`config.mk`:
```
export PLATFORM = sky130hd
export DESIGN_NAME = ext_int_sense
export DESIGN_NICKNAME = d
export VERILOG_FILES = /design/src/shared/ext_int_pkg.sv /design/src/logic/pin_sense.sv /design/src/logic/ext_int_sense.sv
export SDC_FILE = /design/constraint.sdc
export NUM_CORES = 1
export LEC_CHECK = 0
export ABC_AREA = 1
export BUFFER_PORTS_ARGS = -buffer_cell sky130_fd_sc_hd__buf_4
export CAP_MARGIN = 20
export CORE_ASPECT_RATIO = 1.5
export CORE_MARGIN = 1
export CORE_UTILIZATION = 46
export CTS_CLUSTER_SIZE = 8
export DETAILED_ROUTE_END_ITERATION = 8
export PLACE_DENSITY = 0.74
export SYNTH_ARGS = -nofsm -noshare
export SYNTH_HDL_FRONTEND = slang
export SYNTH_SLANG_ARGS = --single-unit
```
`constraint.sdc`:
```
create_clock -name clk -period 1.1 [get_ports clk]
set_input_delay 0.055 -clock clk [delete_from_list [all_inputs] [get_ports clk]]
set_output_delay 0.055 -clock clk [all_outputs]
set_load 0.005 [all_outputs]
```
`src/shared/ext_int_pkg.sv`:
```
// constants, types and field layout for the external interrupt sense block
// assumes a single clock and a plain address/strobe register port
//
// Contract
// - pin b sense field bits 3:2: 00 low, 01 change, 10 fall, 11 rise
// - pin a sense field bits 1:0: 00 low, 01 change, 10 fall, 11 rise
// - pin b request raised only with global enable and its mask set; irq output ignores both, gated by its irq mask only
// - pin a request raised only with global enable and its mask set; irq output ignores both, gated by its irq mask only
// - pins sampled into registers; edges compare successive samples only
// - edge or change pulses longer than one clock give a request
// - control bits 7:4 read zero; writes to them ignored
// - low level request only while the low level persists
// - edge flag stays set until serviced or cleared by software
package ext_int_pkg;

  // ---------------------------------------------------------------
  // register map
  // ---------------------------------------------------------------
  localparam logic [3:0] addr_sense_control = 4'h0;
  localparam logic [3:0] addr_mask          = 4'h1;
  localparam logic [3:0] addr_flags         = 4'h2;
  localparam logic [3:0] addr_global        = 4'h3;
  localparam logic [3:0] addr_status        = 4'h4;
  localparam logic [3:0] addr_irq_mask      = 4'h5;

  // ---------------------------------------------------------------
  // fields and reset values
  // ---------------------------------------------------------------
  localparam int          pin_a_sense_pos  = 0;
  localparam int          pin_b_sense_pos  = 2;
  localparam logic [3:0]  sense_used_mask  = 4'h0f;
  localparam logic [7:0]  sense_reset      = 8'h00;
  localparam logic [1:0]  mask_reset       = 2'h0;
  localparam logic [1:0]  irq_mask_reset   = 2'h0;

  typedef enum logic [1:0] {
    sense_low    = 2'b00,
    sense_change = 2'b01,
    sense_fall   = 2'b10,
    sense_rise   = 2'b11
  } sense_t;

  typedef struct packed {
    logic       wr;
    logic       rd;
    logic [3:0] addr;
    logic [7:0] wdata;
  } bus_req_t;

endpackage

```
`src/logic/pin_sense.sv`:
```
// one pin's sampler, edge detector and flag
// assumes pin is synchronous to clk
`timescale 1ns/10ps
module pin_sense (
  // clock and reset
  input  wire logic                clk,
  input  wire logic                nrst,
  // pin and mode
  input  wire logic                pin,
  input  wire ext_int_pkg::sense_t mode,
  // flag control
  input  wire logic                flag_clr,
  output logic                     req
);

  logic samp_reg;
  logic prev_reg;
  logic flag_reg;
  logic edge_hit;
  logic level_hit;

  // prev always tracks samp, independent of mode, so mode changes add nothing
  always_ff @(posedge clk or negedge nrst) begin
    if (!nrst) begin
      samp_reg <= 1'b1;
      prev_reg <= 1'b1;
    end else begin
      samp_reg <= pin;
      prev_reg <= samp_reg;
    end
  end

  always_comb begin
    edge_hit = 1'b0;
    case (mode)
      ext_int_pkg::sense_change: edge_hit = samp_reg ^ prev_reg;
      ext_int_pkg::sense_fall:   edge_hit = prev_reg & ~samp_reg;
      ext_int_pkg::sense_rise:   edge_hit = ~prev_reg & samp_reg;
      default:                   edge_hit = 1'b0;
    endcase
  end

  assign level_hit = (mode == ext_int_pkg::sense_low) & ~samp_reg;

  // set wins over clear
  always_ff @(posedge clk or negedge nrst) begin
    if (!nrst) begin
      flag_reg <= 1'b0;
    end else begin
      flag_reg <= edge_hit | (flag_reg & ~flag_clr);
    end
  end

  assign req = level_hit | flag_reg;

endmodule

```
`src/logic/ext_int_sense.sv`:
```
// external interrupt sense control for two pins with register port
// assumes synchronous pins and a one-cycle strobe master
`timescale 1ns/10ps
module ext_int_sense (
  // clock and reset
  input  wire logic                 clk,
  input  wire logic                 nrst,
  // register port
  input  wire logic [3:0]           addr,
  input  wire logic [7:0]           wdata,
  input  wire logic                 wr,
  input  wire logic                 rd,
  output logic      [7:0]           rdata,
  // pins
  input  wire logic                 ext_irq_pin_a,
  input  wire logic                 ext_irq_pin_b,
  // core side
  input  wire logic                 core_global_ie,
  input  wire logic [1:0]           irq_ack,
  output logic      [1:0]           core_req,
  output logic                      irq
);

  // ---------------------------------------------------------------
  // registers
  // ---------------------------------------------------------------
  logic [3:0] sense_reg;
  logic [1:0] mask_reg;
  logic       gie_reg;
  logic [1:0] status_reg;
  logic [1:0] irq_mask_reg;
  logic [1:0] raw_req;
  logic [1:0] prev_req;
  logic [1:0] flag_clr;
  logic [1:0] core_req_next;
  logic [7:0] rdata_next;
  logic       wr_sense;
  logic       wr_mask;
  logic       wr_flags;
  logic       wr_global;
  logic       wr_irq_mask;
  logic       rd_status;
  logic [1:0] status_next;

  assign wr_sense    = wr & (addr == ext_int_pkg::addr_sense_control);
  assign wr_mask     = wr & (addr == ext_int_pkg::addr_mask);
  assign wr_flags    = wr & (addr == ext_int_pkg::addr_flags);
  assign wr_global   = wr & (addr == ext_int_pkg::addr_global);
  assign wr_irq_mask = wr & (addr == ext_int_pkg::addr_irq_mask);
  assign rd_status   = rd & (addr == ext_int_pkg::addr_status);

  always_ff @(posedge clk or negedge nrst) begin
    if (!nrst) begin
      sense_reg    <= ext_int_pkg::sense_reset[3:0];
      mask_reg     <= ext_int_pkg::mask_reset;
      gie_reg      <= 1'b0;
      irq_mask_reg <= ext_int_pkg::irq_mask_reset;
    end else begin
      if (wr_sense)    sense_reg    <= wdata[3:0] & ext_int_pkg::sense_used_mask;
      if (wr_mask)     mask_reg     <= wdata[1:0];
      if (wr_global)   gie_reg      <= wdata[0];
      if (wr_irq_mask) irq_mask_reg <= wdata[1:0];
    end
  end

  // ---------------------------------------------------------------
  // per pin sensing
  // ---------------------------------------------------------------
  // software clears with a one written, the core clears on acknowledge
  assign flag_clr = (wr_flags ? wdata[1:0] : 2'h0) | irq_ack;

  pin_sense u_pin_a (
    .clk      (clk),
    .nrst     (nrst),
    .pin      (ext_irq_pin_a),
    .mode     (ext_int_pkg::sense_t'(sense_reg[ext_int_pkg::pin_a_sense_pos +: 2])),
    .flag_clr (flag_clr[0]),
    .req      (raw_req[0])
  );

  pin_sense u_pin_b (
    .clk      (clk),
    .nrst     (nrst),
    .pin      (ext_irq_pin_b),
    .mode     (ext_int_pkg::sense_t'(sense_reg[ext_int_pkg::pin_b_sense_pos +: 2])),
    .flag_clr (flag_clr[1]),
    .req      (raw_req[1])
  );

  // ---------------------------------------------------------------
  // core request and software interrupt status
  // ---------------------------------------------------------------
  // either the register bit or the core input may enable globally
  assign core_req_next[0] = raw_req[0] & mask_reg[0] & (gie_reg | core_global_ie);
  assign core_req_next[1] = raw_req[1] & mask_reg[1] & (gie_reg | core_global_ie);

  // status bit set on rising raw request; set wins over read clear
  assign status_next = (raw_req & ~prev_req) | (status_reg & {2{~rd_status}});

  assign rdata_next = rd_status                                      ? {6'h00, status_reg} :
                      (rd & addr == ext_int_pkg::addr_sense_control) ? {4'h0, sense_reg} :
                      (rd & addr == ext_int_pkg::addr_mask)          ? {6'h00, mask_reg} :
                      (rd & addr == ext_int_pkg::addr_flags)         ? {6'h00, raw_req} :
                      (rd & addr == ext_int_pkg::addr_global)        ? {7'h00, gie_reg} :
                      (rd & addr == ext_int_pkg::addr_irq_mask)      ? {6'h00, irq_mask_reg} :
                                                                       8'h00;

  always_ff @(posedge clk or negedge nrst) begin
    if (!nrst) begin
      prev_req   <= 2'h0;
      status_reg <= 2'h0;
      core_req   <= 2'h0;
      irq        <= 1'b0;
      rdata      <= 8'h00;
    end else begin
      prev_req   <= raw_req;
      status_reg <= status_next;
      core_req   <= core_req_next;
      irq        <= |(status_next & irq_mask_reg);
      rdata      <= rdata_next;
    end
  end

endmodule

```
======== After elaboration in Yosys (flattened, before gate mapping) ========
Cells that the tools add are included.
word-level totals
  memory bits (read-only) ................. 0
  memories kept ........................... 0
  latch bits .............................. 0
  flip-flop bits (word level) ............. 26
  output and inout bits ................... 11
  word-level logic and storage cells ...... 82
  input port bits ......................... 21
  RAM bits ................................ 0
operators by class
  reductions and logical operators ........ 4
  eq/ne operators ......................... 11
  bitwise operators ....................... 43
  shift-type cells ........................ 0
  multiplexer cells ....................... 9
  add/subtract/negate cells ............... 0
  magnitude comparators ................... 0
  divide/modulo/power cells ............... 0
  multiply operators ...................... 0
operators with widths
  cell                  count
  $and A1 B1 Y1         23
  $mux W2               5
  $eq A2 B2 Y1 const B  4
  $eq A4 B2 Y1 const B  2
  $eq A4 B3 Y1 const B  2
  $mux W4               2
  $not A1 Y1            7
  $and A2 B2 Y2         3
  $pmux W1 S3           2
  $or A1 B1 Y1          5
  $eq A2 B1 Y1 const B  2
  $eq A4 B1 Y1 const B  1
  $logic_not A2 Y1      2
  $logic_not A4 Y1      1
  $or A2 B2 Y2          2
  $not A2 Y2            1
  $reduce_or A2 Y1      1
  $xor A1 B1 Y1         2

======== Depth between registers and ports, before layout ========
Gate-level depths: netlist of the first run.
  depth in word-level cells ............... 8
  gate-level depth with buffers ........... 7
  gate-level depth less buffers ........... 7

======== Hierarchy ========
From an unflattened synthesis of the first run, not the netlist that was laid out.
second synthesis, totals
  cells, all modules ...................... 145
  area total of the unflattened synthesis .. 1246.2 sq um
by module, submodules not included
  module         area each (sq um)  cells an instance  times used
  ext_int_sense  903.4              103                1
  pin_sense      171.4              21                 2

======== Least setup slack after synthesis of the first run ========
No wires, ideal clock.
  path kind ............................... register -> register
  start ................................... register u_pin_a.prev_reg
  end ..................................... register u_pin_a.flag_reg
  library setup time ...................... 0.066 ns
  setup slack ............................. -0.098 ns
  arrival time ............................ 1.132 ns
  stages on the path, launching flop included .. 6
  path through ............................ dfstp_2 > inv_1 > ha_1 > o21ai_0 > o221ai_1 > nand2_1
between the ends
  word-level cells in the longest chain between the ends .. 4
  elaborated cells between the ends (all ways) .. 6
  those cells by class .................... mux (1); bitwise (5)
ends and longest elaborated chain
  item                    line             RTL
  start, declared         pin_sense.sv:17  logic prev_reg;
  start signal, assigned  pin_sense.sv:29  prev_reg <= samp_reg;
  $not A1 Y1              pin_sense.sv:38  ext_int_pkg::sense_rise: edge_hit = ~prev_reg & samp_reg;
  $and A1 B1 Y1           pin_sense.sv:38
  $pmux W1 S3 (*)         pin_sense.sv:35  case (mode)
  $or A1 B1 Y1 (*)        pin_sense.sv:50  flag_reg <= edge_hit | (flag_reg & ~flag_clr);
  end signal, assigned    pin_sense.sv:50
  end, declared           pin_sense.sv:18  logic flag_reg;
Every way passes the cells marked *; elsewhere a longest branch is shown, timed or not.
A chain may end at the register's enable or synchronous reset.

======== Worst setup path in the final report of the first run ========
  start ................................... register u_pin_a.samp_reg
  end ..................................... register rdata[0]
between the ends
  word-level cells in the longest chain between the ends .. 7
ends and longest elaborated chain
  item                     line                  RTL
  start, declared          pin_sense.sv:16       logic samp_reg;
  start signal, assigned   pin_sense.sv:28       samp_reg <= pin;
  $not A1 Y1               pin_sense.sv:43       assign level_hit = (mode == ext_int_pkg::sense_low) & ~samp_reg;
  $and A1 B1 Y1            pin_sense.sv:43
  $or A1 B1 Y1             pin_sense.sv:54       assign req = level_hit | flag_reg;
  $mux W2                  ext_int_sense.sv:103  (rd & addr == ext_int_pkg::addr_flags) ? {6'h00, raw_req} :
  $mux W2                  ext_int_sense.sv:102  (rd & addr == ext_int_pkg::addr_mask) ? {6'h00, mask_reg} :
  $mux W4                  ext_int_sense.sv:101  (rd & addr == ext_int_pkg::addr_sense_control) ? {4'h0, sense_reg} :
  $mux W4                  ext_int_sense.sv:100  assign rdata_next = rd_status ? {6'h00, status_reg} :
  named net rdata_next[0]  ext_int_sense.sv:36   logic [7:0] rdata_next;
  end signal, assigned     ext_int_sense.sv:120  rdata <= rdata_next;
  end, declared            ext_int_sense.sv:13   output logic [7:0] rdata,
The timed path passes the listed nets, and every way through them passes these cells.

==> summary.md, run 1 <==
| Metric | Value |
|---|---|
| Status | `finished, violations left` |
| Failing checks | `DRC, setup timing` |
| Largest net degree at the start of global routing | `27` |
| Worst hold path type | `input pin to register` |
| Post-synth top area share | `45.7%` |
| Max Freq | `808 MHz` |
| Global-route wire length before repair | `4000 µm` |
| Final Setup Violations | `8` |
| RSZ-0062 raised after global routing | `true` |
| Num CTS Buffers | `3` |
| DRC | `3` |
| Total wire length | `2390 µm` |
| Post-synthesis async set-or-reset flop share | `100%` |
| CP startpoint kind | `register` |
| Setup crit start | `u_pin_a.samp_reg$_DFF_PN1_` |
| CP endpoint | `rdata[0]$_DFF_PN0_` |
| Reg-to-Reg End | `rdata[0]$_DFF_PN0_` |
| Cells after Synth | `135` |
| Die area | `2830 µm²` |
| Cell Area, Synth | `1200 µm²` |
| DR iter-0 viols | `25` |
| CP Capture Type | `register` |
| Syn Area/Cell | `8.92 µm²` |
| Post-route ant nets | `0` |
| FF+latch count, synth | `26` |
| GRT Total Usage | `18.8%` |
| Post-synthesis sequential area ratio | `54.5%` |
| Peak VDD IR | `1.08 mV` |
| HPWL after detailed placement | `1750 µm` |
| Placeable Area | `2450 µm²` |
| WS Path Type | `register to register` |
| PD cells | `1400 nW/µm²` |
| Share of layout cells above drive strength 1 | `33.0%` |
| CTS tree | `built` |
| GRT overflow | `0` |
| N_diodes | `0` |
| # clock sinks | `26` |
| Starting density of the core | `49.1%` |
| Post-Layout Cell Count | `206` |
| Post-synth top area cell | `dfrtp_1` |
| Nets@finish | `208` |
| Initial antenna violation count | `0` |
| H-tree levels | `1` |
| Die extent in x | `43.8 µm` |
| Crit path max fanout | `3` |
| Row cnt | `22` |
| Number of global-route vias before repair | `982` |
| Worst EP required | `1310 ps` |
| CTS max path bufs | `2` |
| Vias | `1,033` |
| Max-slew violations | `0` |
| Dominant synthesized flop cell | `dfrtp_1` |
| WP data arrival | `1440 ps` |
| Setup slack, reg-to-reg | `-140 ps` |
| Clock Latency Late Sink | `310 ps` |
| Number of flops mapped to enable cells by yosys | `0` |
| CTS root buffer | `clkbuf_4` |
| Clk_skew | `1.71 ps` |
| Ys Warns | `0` |
| Final GP Congestion | `0.872` |
| Layout area overhead | `36.4%` |
| Min cycle time layout | `1240 ps` |
| RR Startpoint | `u_pin_a.samp_reg$_DFF_PN1_` |
| # Max-Cap Violations | `0` |
| Vert. Die Dim | `64.7 µm` |
| Depth of the worst register-to-register path | `6` |
| Drt pass-1 iters | `6` |
| DR WL/cell | `11.6 µm` |
| Synth unique cells | `22` |
| Buffers added on ports | `23` |
| Crit share post-route | `112%` |
| Io pins | `32` |
| Top area cells in the synthesized netlist | `dfrtp_1 (46%), dfstp_2 (8.7%), nand2_1 (8.1%), nor2_1 (5.9%), inv_1 (5.3%)` |
| Final number of hold-violating endpoints | `0` |
| DR vias/cell | `5.01` |
| Post-synth top cells | `nand2_1 (26), dfrtp_1 (22), nor2_1 (19)` |
| Most common cell in the netlist | `nand2_1` |
| Clock slew at reported path FFs | `130 ps` |
| Pre-CTS WS | `-127 ps` |
| Setup ws final | `-137 ps` |
| DP Cell Count | `188` |
| Lkg Pwr | `0.816 nW` |
==> per-stage QoR <==
step / power [mW] / hold WS (ps) / setup TNS [ps] / instance area, µm² / utilization (%)
2_1_floorplan: 1.47 / -241 / -60.7 / 1210 / -
3_3_place_gp: 1.73 / -27.7 / -343 / 1440 / 58.8
3_5_place_dp: 1.75 / -23.0 / -473 / 1440 / 58.8
4_1_cts: 2.26 / 36.4 / -624 / 1580 / 64.4
5_1_grt: 2.45 / 63.1 / -1320 / 1640 / 67.0
6_report: 2.29 / 45.3 / -810 / 1640 / 67.0
==> what timing repair did <==
action                     in CTS  in global routing
hold endpoints to repair       35                  0
setup endpoints to repair       7                  8
setup buffers                   1                  4
hold buffers                    9                  0
pin swaps                       0                  5
gates resized for setup         3                  8
==> metal layers <==
metal / vias to the layer above / global-route usage, % / share of wire [%]
li1: 526 / - / -
met1: 476 / 21.7 / 41
met2: 27 / 33.8 / 53
met3: 4 / 2.79 / 4.4
met4: 0 / 7.03 / 1.5
met5: - / 0 / 0
==> worst max-delay path: stages, from the launching register on <==
cell	delay, ps
dfstp_2	570
nor2_1	50
a21oi_1	160
buf_4	150
nor2_1	40
nor2_1	90
nand4_1	80
==> cell type report <==
cell class / instances / area [µm²]
Clock buffer: 4 / 36.3
Inverter: 18 / 67.6
Fill cell: 214 / 808
Tap cell: 24 / 30.0
Multi-Input combinational cell: 90 / 495
Sequential cell: 26 / 656
Timing Repair Buffer: 44 / 357
==> cells by family after synthesis <==
group                    Yosys count  synth area share, %
AO/OA/AOI/OAI                     19                 8.52
AND/OR/NAND/NOR                   63                 24.4
adder cells (fa/ha/maj)            4                 4.16
buffers and inverters             22                 8.11
other                              1                0.312
flip-flops                        26                 54.5
==> worst min-delay path by stage <==
stage,start,end,cells after the start
5_1_grt,wdata[0],irq_mask_reg[0]$_DFFE_PN0P_,3
2_1_floorplan,nrst,core_req[0]$_DFF_PN0_,0
3_5_place_dp,nrst,irq$_DFF_PN0_,1
4_1_cts,wdata[0],irq_mask_reg[0]$_DFFE_PN0P_,3
6_report,wdata[0],irq_mask_reg[0]$_DFFE_PN0P_,3
3_3_place_gp,nrst,irq$_DFF_PN0_,1
==> power by group <==
group	internal, mW	switching, mW
clock	0.202	0.262
combinational	0.310	0.295
sequential	1.13	0.0975
==> cells in the final DEF (no fill, tap or decap), types with 2 or more instances in the layout <==
cell            n
a21oi_1         5
buf_4          34
clkbuf_4        3
conb_1          4
dfrtp_1        22
dfstp_2         4
dlygate4sd3_1   9
ha_1            2
inv_1          14
inv_2           4
nand2_1        25
nand2_2         3
nand3_1         3
nand3b_1        2
nand4_1         6
nor2_1         18
nor2_2          2
o21ai_0         4
o21ai_1         6
o21ai_2         2
(Power assumes the default switching activity.)
==> run 2, diff against run 1 <==
CORE_ASPECT_RATIO = 0.7   (was 1.5)
==> summary.md, run 2 (synthesized netlist as in run 1, its figures left out) <==
| Metric | Value |
|---|---|
| Depth of the worst register-to-register path | `5 (-1)` |
| # Max-Cap Violations | `0 (unchanged)` |
| Die area | `2830 µm² (about the same)` |
| Clock Latency Late Sink | `270 ps (-40 ps)` |
| CTS max path bufs | `2 (unchanged)` |
| Final Setup Violations | `6 (-2)` |
| Total wire length | `2600 µm (+8.9%)` |
| Setup slack, reg-to-reg | `-120 ps (+20 ps)` |
| Peak VDD IR | `1.08 mV (-0.16%)` |
| Worst EP required | `1260 ps (-50 ps)` |
| Most common cell after layout, fill and taps aside | `buf_4` |
| Most frequent cells in the layout | `buf_4 (30), nand2_1 (26), dfrtp_1 (22)` |
| RR Startpoint | `u_pin_a.samp_reg$_DFF_PN1_` |
| Worst hold path type | `input pin to register` |
| Lkg Pwr | `0.787 nW (-3.5%)` |
| Crit path max fanout | `3 (unchanged)` |
| DR WL/cell | `12.6 µm (+8.9%)` |
| CP Capture Type | `register` |
| Vert. Die Dim | `44.8 µm (-31%)` |
| DRC | `0 (-3)` |
| DP Cell Count | `196 (+4.3%)` |
| Max-slew violations | `0 (unchanged)` |
| Hold path depth | `3 (unchanged)` |
| Reg-to-Reg End | `u_pin_a.flag_reg$_DFF_PN0_` |
| Max Freq | `818 MHz (+1.3%)` |
| Io pins | `32 (unchanged)` |
| Share of layout cells above drive strength 1 | `35.5% (+2.5 points)` |
| Hold Path Sink | `u_pin_a.flag_reg$_DFF_PN0_` |
| Die extent in x | `63.1 µm (+44%)` |
| Starting density of the core | `48.6% (-0.55 points)` |
| Clock slew at reported path FFs | `80 ps (-50 ps)` |
| Num CTS Buffers | `3 (unchanged)` |
| PD cells | `1580 nW/µm² (+13%)` |
| Failing checks | `setup timing` |
| Number of global-route vias before repair | `940 (-4.3%)` |
| Clk_skew | `4.50 ps (+2.79 ps)` |
| Pre-CTS WS | `-136 ps (-8.71 ps)` |
| Nets@finish | `198 (-4.8%)` |
| WP data arrival | `1380 ps (-60 ps)` |
| CTS root buffer | `clkbuf_8` |
| # clock sinks | `26 (unchanged)` |
| DR vias/cell | `5.05 (+0.77%)` |
| Vias | `1,041 (+0.77%)` |
| Final GP Congestion | `0.885 (+1.4%)` |
| N_diodes | `0 (unchanged)` |
| Design area | `1630 µm² (-0.84%)` |
| Post-route ant nets | `0 (unchanged)` |
| CP startpoint kind | `register` |
| Final number of hold-violating endpoints | `0 (unchanged)` |
| Crit share post-route | `111% (-1.4 points)` |
| Global-route wire length before repair | `4180 µm (+4.7%)` |
| Initial antenna violation count | `0 (unchanged)` |
| Placeable Area | `2480 µm² (+1.1%)` |
| GRT overflow | `0 (unchanged)` |
| Largest net degree at the start of global routing | `27 (unchanged)` |
| Drt pass-1 iters | `4 (-2)` |
| TNS Setup | `-285 ps (+525 ps)` |
| WS Path Type | `register to register` |
| HPWL after detailed placement | `1940 µm (+11%)` |
| Beginning of the worst hold path | `irq_ack[0]` |
| RSZ-0062 raised after global routing | `true` |
| Post-Layout Cell Count | `206 (unchanged)` |
| DR iter-0 viols | `40 (+60%)` |
| Status | `finished, violations left` |
| CTS tree | `built` |
| DP Area | `1440 µm² (-0.17%)` |
| Buffers added on ports | `23 (unchanged)` |
| H-tree levels | `1 (unchanged)` |
| Setup ws final | `-122 ps (+15.3 ps)` |
| GRT Total Usage | `20.2% (+1.4 points)` |
| Row cnt | `15 (-32%)` |
| Min cycle time layout | `1220 ps (-15.3 ps)` |
| Layout area overhead | `35.2%` |
==> run 2: cell count changes in the layout (fill, tap and decap cells not counted), moves of 2 or more <==
cell,delta
clkbuf_4,-3
a21oi_1,-2
dlygate4sd3_1,-6
a21oi_2,+2
buf_4,-4
clkbuf_8,+2
==> run 2: worst max-delay path by stage <==
stage                     cells past startpoint                  startpoint                         end
after floorplan                               5  u_pin_a.prev_reg$_DFF_PN1_  u_pin_a.flag_reg$_DFF_PN0_
after global placement                        5  u_pin_a.samp_reg$_DFF_PN1_  u_pin_a.flag_reg$_DFF_PN0_
after detailed placement                      5  u_pin_a.samp_reg$_DFF_PN1_  u_pin_a.flag_reg$_DFF_PN0_
after CTS                                     5  u_pin_a.prev_reg$_DFF_PN1_  u_pin_a.flag_reg$_DFF_PN0_
after global routing                          5  u_pin_a.samp_reg$_DFF_PN1_  u_pin_a.flag_reg$_DFF_PN0_
final                                         5  u_pin_a.samp_reg$_DFF_PN1_  u_pin_a.flag_reg$_DFF_PN0_
==> run 2: metal layers <==
| layer | track usage, % | wire length (µm) |
|---|---|---|
| met3 | 6.57 | 195 |
| met2 | 32.7 | 1220 |
| met1 | 26.5 | 1160 |
| met4 | 5.58 | 25 |
| met5 | 0 | 0 |
==> run 2: worst max-delay path, cell delays in order, from the launching register on <==
cell,delay [ps]
dfstp_2,580
buf_6,110
inv_4,30
ha_4,150
o221ai_2,180
nand2_1,70
==> run 2: metrics by stage <==
step	hold slack (ps)	utilization [%]	power, mW
after floorplan	-241	-	1.47
after global placement	-20.3	58.0	1.70
after detailed placement	-22.8	58.0	1.72
after CTS	25.9	63.8	2.54
after global routing	24.3	65.7	2.71
final	26.5	65.7	2.58
==> run 2: area by class of cell <==
type	instances	area [µm²]
Fill cell	207	850
Multi-Input combinational cell	90	522
Clock inverter	1	30.0
Sequential cell	26	656
Timing Repair Buffer	34	267
Inverter	18	70.1
Tap cell	34	42.5
Clock buffer	3	41.3
==> run 2: where the power goes <==
| group | switching (mW) | internal, mW | total (mW) |
|---|---|---|---|
| logic | 0.301 | 0.261 | 0.561 |
| clock network | 0.295 | 0.487 | 0.781 |
| registers | 0.105 | 1.13 | 1.23 |
==> run 2: what timing repair did <==
item,CTS,global route
pin swaps,5,5
hold buffers,3,0
hold endpoints to repair,28,0
buffers inserted,1,2
resized for setup,10,8
endpoints found under the setup margin,7,8
==> run 3, diff against run 2 <==
ABC_AREA = default   (was 1)
CORE_ASPECT_RATIO = default   (was 0.7)
PLACE_DENSITY = 0.73   (was 0.74)
==> summary.md, run 3 <==
| Metric | Value |
|---|---|
| Reg power frac | `54.4% (+6.5 points)` |
| Clk_skew | `9.39 ps (+4.89 ps)` |
| Worst EP required | `1300 ps (+40 ps)` |
| Die extent in x | `54.3 µm (-14%)` |
| HPWL after detailed placement | `1920 µm (-1.0%)` |
| Io pins | `32 (unchanged)` |
| Synth unique cells | `37 (+68%)` |
| # Max-Cap Violations | `0 (unchanged)` |
| N_diodes | `0 (unchanged)` |
| Util after Layout | `69.8% (+4.1 points)` |
| Starting density of the core | `49.9% (+1.3 points)` |
| DP Cell Count | `177 (-9.7%)` |
| Layout area overhead | `40.0%` |
| Global-route wire length before repair | `4230 µm (+1.1%)` |
| Ys Warns | `0 (unchanged)` |
| CP bufs+invs | `1 (-1)` |
| Crit path max fanout | `2 (-1)` |
| Clock Latency Late Sink | `310 ps (+40 ps)` |
| Post-synth top area cell | `dfrtp_1` |
| Peak VDD IR | `1.01 mV (-6.6%)` |
| CTS root buffer | `clkbuf_4` |
| Lkg Pwr | `0.857 nW (+8.8%)` |
| Post-Layout Cell Count | `191 (-7.3%)` |
| Number of flops mapped to enable cells by yosys | `0 (unchanged)` |
| Max Freq | `705 MHz (-14%)` |
| Min cycle time layout | `1420 ps (+197 ps)` |
| PD cells | `1310 nW/µm² (-17%)` |
| Psw | `0.656 mW (-6.3%)` |
| Setup ws final | `-319 ps (-197 ps)` |
| Depth of the worst register-to-register path | `4 (-1)` |
| Clock slew at reported path FFs | `130 ps (+50 ps)` |
| Critical Path, Cell by Cell | `inv_2 -> ha_4 -> mux2_4 -> a221o_1` |
| Buffers added on ports | `23 (unchanged)` |
| Hold Path Sink | `u_pin_b.flag_reg$_DFF_PN0_` |
| GRT Total Usage | `20.6% (+0.39 points)` |
| GRT overflow | `0 (unchanged)` |
| FF+latch count, synth | `26 (unchanged)` |
| Dominant synthesized flop cell | `dfrtp_1` |
| Max-slew violations | `0 (unchanged)` |
| CP Capture Type | `register` |
| Number of global-route vias before repair | `950 (+1.1%)` |
| Post-synth top cells | `dfrtp_1 (22), inv_1 (9), mux2_1 (9)` |
| DP Area | `1590 µm² (+10%)` |
| CTS max path bufs | `2 (unchanged)` |
| Placeable Area | `2520 µm² (+1.8%)` |
| Clock share of power | `16.6% (-14 points)` |
| Status | `finished, violations left` |
| Crit path max-delay cell type | `dfstp_2` |
| Num CTS Buffers | `3 (unchanged)` |
| Largest net degree at the start of global routing | `27 (unchanged)` |
| Row cnt | `18 (+3)` |
| Most common cell in the netlist | `dfrtp_1` |
| Design area | `1760 µm² (+8.2%)` |
| Switching Share | `28.4% (+1.2 points)` |
| Pre-CTS WS | `-335 ps (-199 ps)` |
| Crit share post-route | `129% (+18 points)` |
| Total wire length | `2650 µm (+2.0%)` |
| DR iter-0 viols | `15 (-63%)` |
| Die area | `2950 µm² (+4.3%)` |
| DR WL/cell | `13.9 µm (+10%)` |
| Vias | `995 (-4.4%)` |
| Minimum hold slack | `7.43 ps (-19.1 ps)` |
| Nets@finish | `188 (-5.1%)` |
| RR Startpoint | `u_pin_a.samp_reg$_DFF_PN1_` |
| Most common cell after layout, fill and taps aside | `buf_4` |
| Final number of hold-violating endpoints | `0 (unchanged)` |
| Reg-to-Reg End | `u_pin_a.flag_reg$_DFF_PN0_` |
| Post-synth top area share | `43.7% (-2.0 points)` |
| Beginning of the worst hold path | `irq_ack[1]` |
| CTS tree | `built` |
| Worst hold path type | `input pin to register` |
| CP startpoint kind | `register` |
| WP data arrival | `1620 ps (+240 ps)` |
| DRC | `0 (unchanged)` |
| Filler cell count | `192 (-7.2%)` |
| Share of layout cells above drive strength 1 | `42.9% (+7.4 points)` |
| Failing checks | `setup timing` |
| DR vias/cell | `5.21 (+3.1%)` |
| Internal power | `1.65 mW (-12%)` |
| RSZ-0062 raised after global routing | `true` |
| Syn Area/Cell | `11.5 µm² (+30%)` |
| Cells after Synth | `109 (-19%)` |
| Final GP Congestion | `0.863 (-2.4%)` |
| CP delay by family, top | `flip-flops` |
| Top area cells in the synthesized netlist | `dfrtp_1 (44%), dfstp_2 (8.3%), mux2_1 (8.1%), ha_1 (4.0%), nand2b_1 (3.0%)` |
| Final Setup Violations | `5 (-1)` |
| H-tree levels | `1 (unchanged)` |
| Post-synthesis async set-or-reset flop share | `100% (unchanged)` |
| Most frequent cells in the layout | `buf_4 (43), dfrtp_1 (22), mux2_1 (9)` |
| Cell Area, Synth | `1260 µm² (+4.6%)` |
| WS Path Type | `register to register` |
| Hold path depth | `3 (unchanged)` |
| Slowest cell delay on critical path | `560 ps (-20 ps)` |
| Vert. Die Dim | `54.3 µm (+21%)` |
| # clock sinks | `26 (unchanged)` |
| Comb pwr share | `29.0% (+7.2 points)` |
| Initial antenna violation count | `0 (unchanged)` |
| Setup slack, reg-to-reg | `-320 ps (-200 ps)` |
| Drt pass-1 iters | `4 (unchanged)` |
| Post-synthesis sequential area ratio | `52.1% (-2.4 points)` |
| Post-route ant nets | `0 (unchanged)` |
==> run 3: worst max path at each step <==
stage | startpoint | slack [ps] | depth (start not counted) | to
2_1_floorplan | u_pin_a.samp_reg$_DFF_PN1_ | -290 | 4 | u_pin_a.flag_reg$_DFF_PN0_
3_3_place_gp | u_pin_a.samp_reg$_DFF_PN1_ | -300 | 4 | u_pin_a.flag_reg$_DFF_PN0_
3_5_place_dp | u_pin_a.samp_reg$_DFF_PN1_ | -340 | 4 | u_pin_a.flag_reg$_DFF_PN0_
4_1_cts | u_pin_a.samp_reg$_DFF_PN1_ | -340 | 4 | u_pin_a.flag_reg$_DFF_PN0_
5_1_grt | u_pin_a.samp_reg$_DFF_PN1_ | -350 | 4 | u_pin_a.flag_reg$_DFF_PN0_
6_report | u_pin_a.samp_reg$_DFF_PN1_ | -320 | 4 | u_pin_a.flag_reg$_DFF_PN0_
==> run 3: timing repair <==
action	4_1_cts	5_1_grt
buffers inserted	4	0
hold buffers	7	0
endpoints found under the hold margin	37	0
endpoints found under the setup margin	5	9
gates resized for setup	5	4
pin swaps	9	1
==> run 3: logic make-up after synthesis <==
kind of cell,after synthesis,synth area share (%)
other cells,1,0.298
simple gates,38,19.4
buf+inv,14,5.47
compound gates,16,9.84
fa+ha+maj,4,3.98
mux,10,8.95
flops,26,52.1
==> run 3: worst reg2reg max path: stages, from the launching register on <==
cell	delay, ps
dfstp_2	560
inv_2	40
ha_4	140
mux2_4	260
a221o_1	310
==> run 3: layout make-up <==
cell class,instances,area [µm²],share of cell area [%]
tap,30,37.5,2.13
timing repair buffer,51,404,22.9
sequential,26,656,37.2
clock buffer,3,22.5,1.28
multi-input combinational,72,608,34.5
inverter,9,33.8,1.92
==> run 3: per-layer routing <==
metal  vias to the layer above  global-route usage (%)  share of wire [%]
li1                        489                       -                  -
met1                       481                    27.7                 48
met2                        21                    32.5                 47
met3                         4                    3.89                4.2
met4                         0                    7.69                1.1
met5                         -                       0                  0
==> run 3: metrics by stage <==
step / setup TNS (ps) / power (mW)
global placement: -1080 / 1.83
finish: -894 / 2.31
global route: -1230 / 2.47
CTS: -1120 / 2.30
detailed placement: -1470 / 1.85
floorplan: -588 / 1.53
==> run 3: power by group through the flow <==
stage               combinational [mW]  clock, mW  sequential, mW
floorplan                        0.274          0            1.26
global placement                 0.571          0            1.26
detailed placement               0.585          0            1.27
CTS                              0.649      0.404            1.25
global route                     0.737      0.444            1.29
finish                           0.669      0.383            1.26
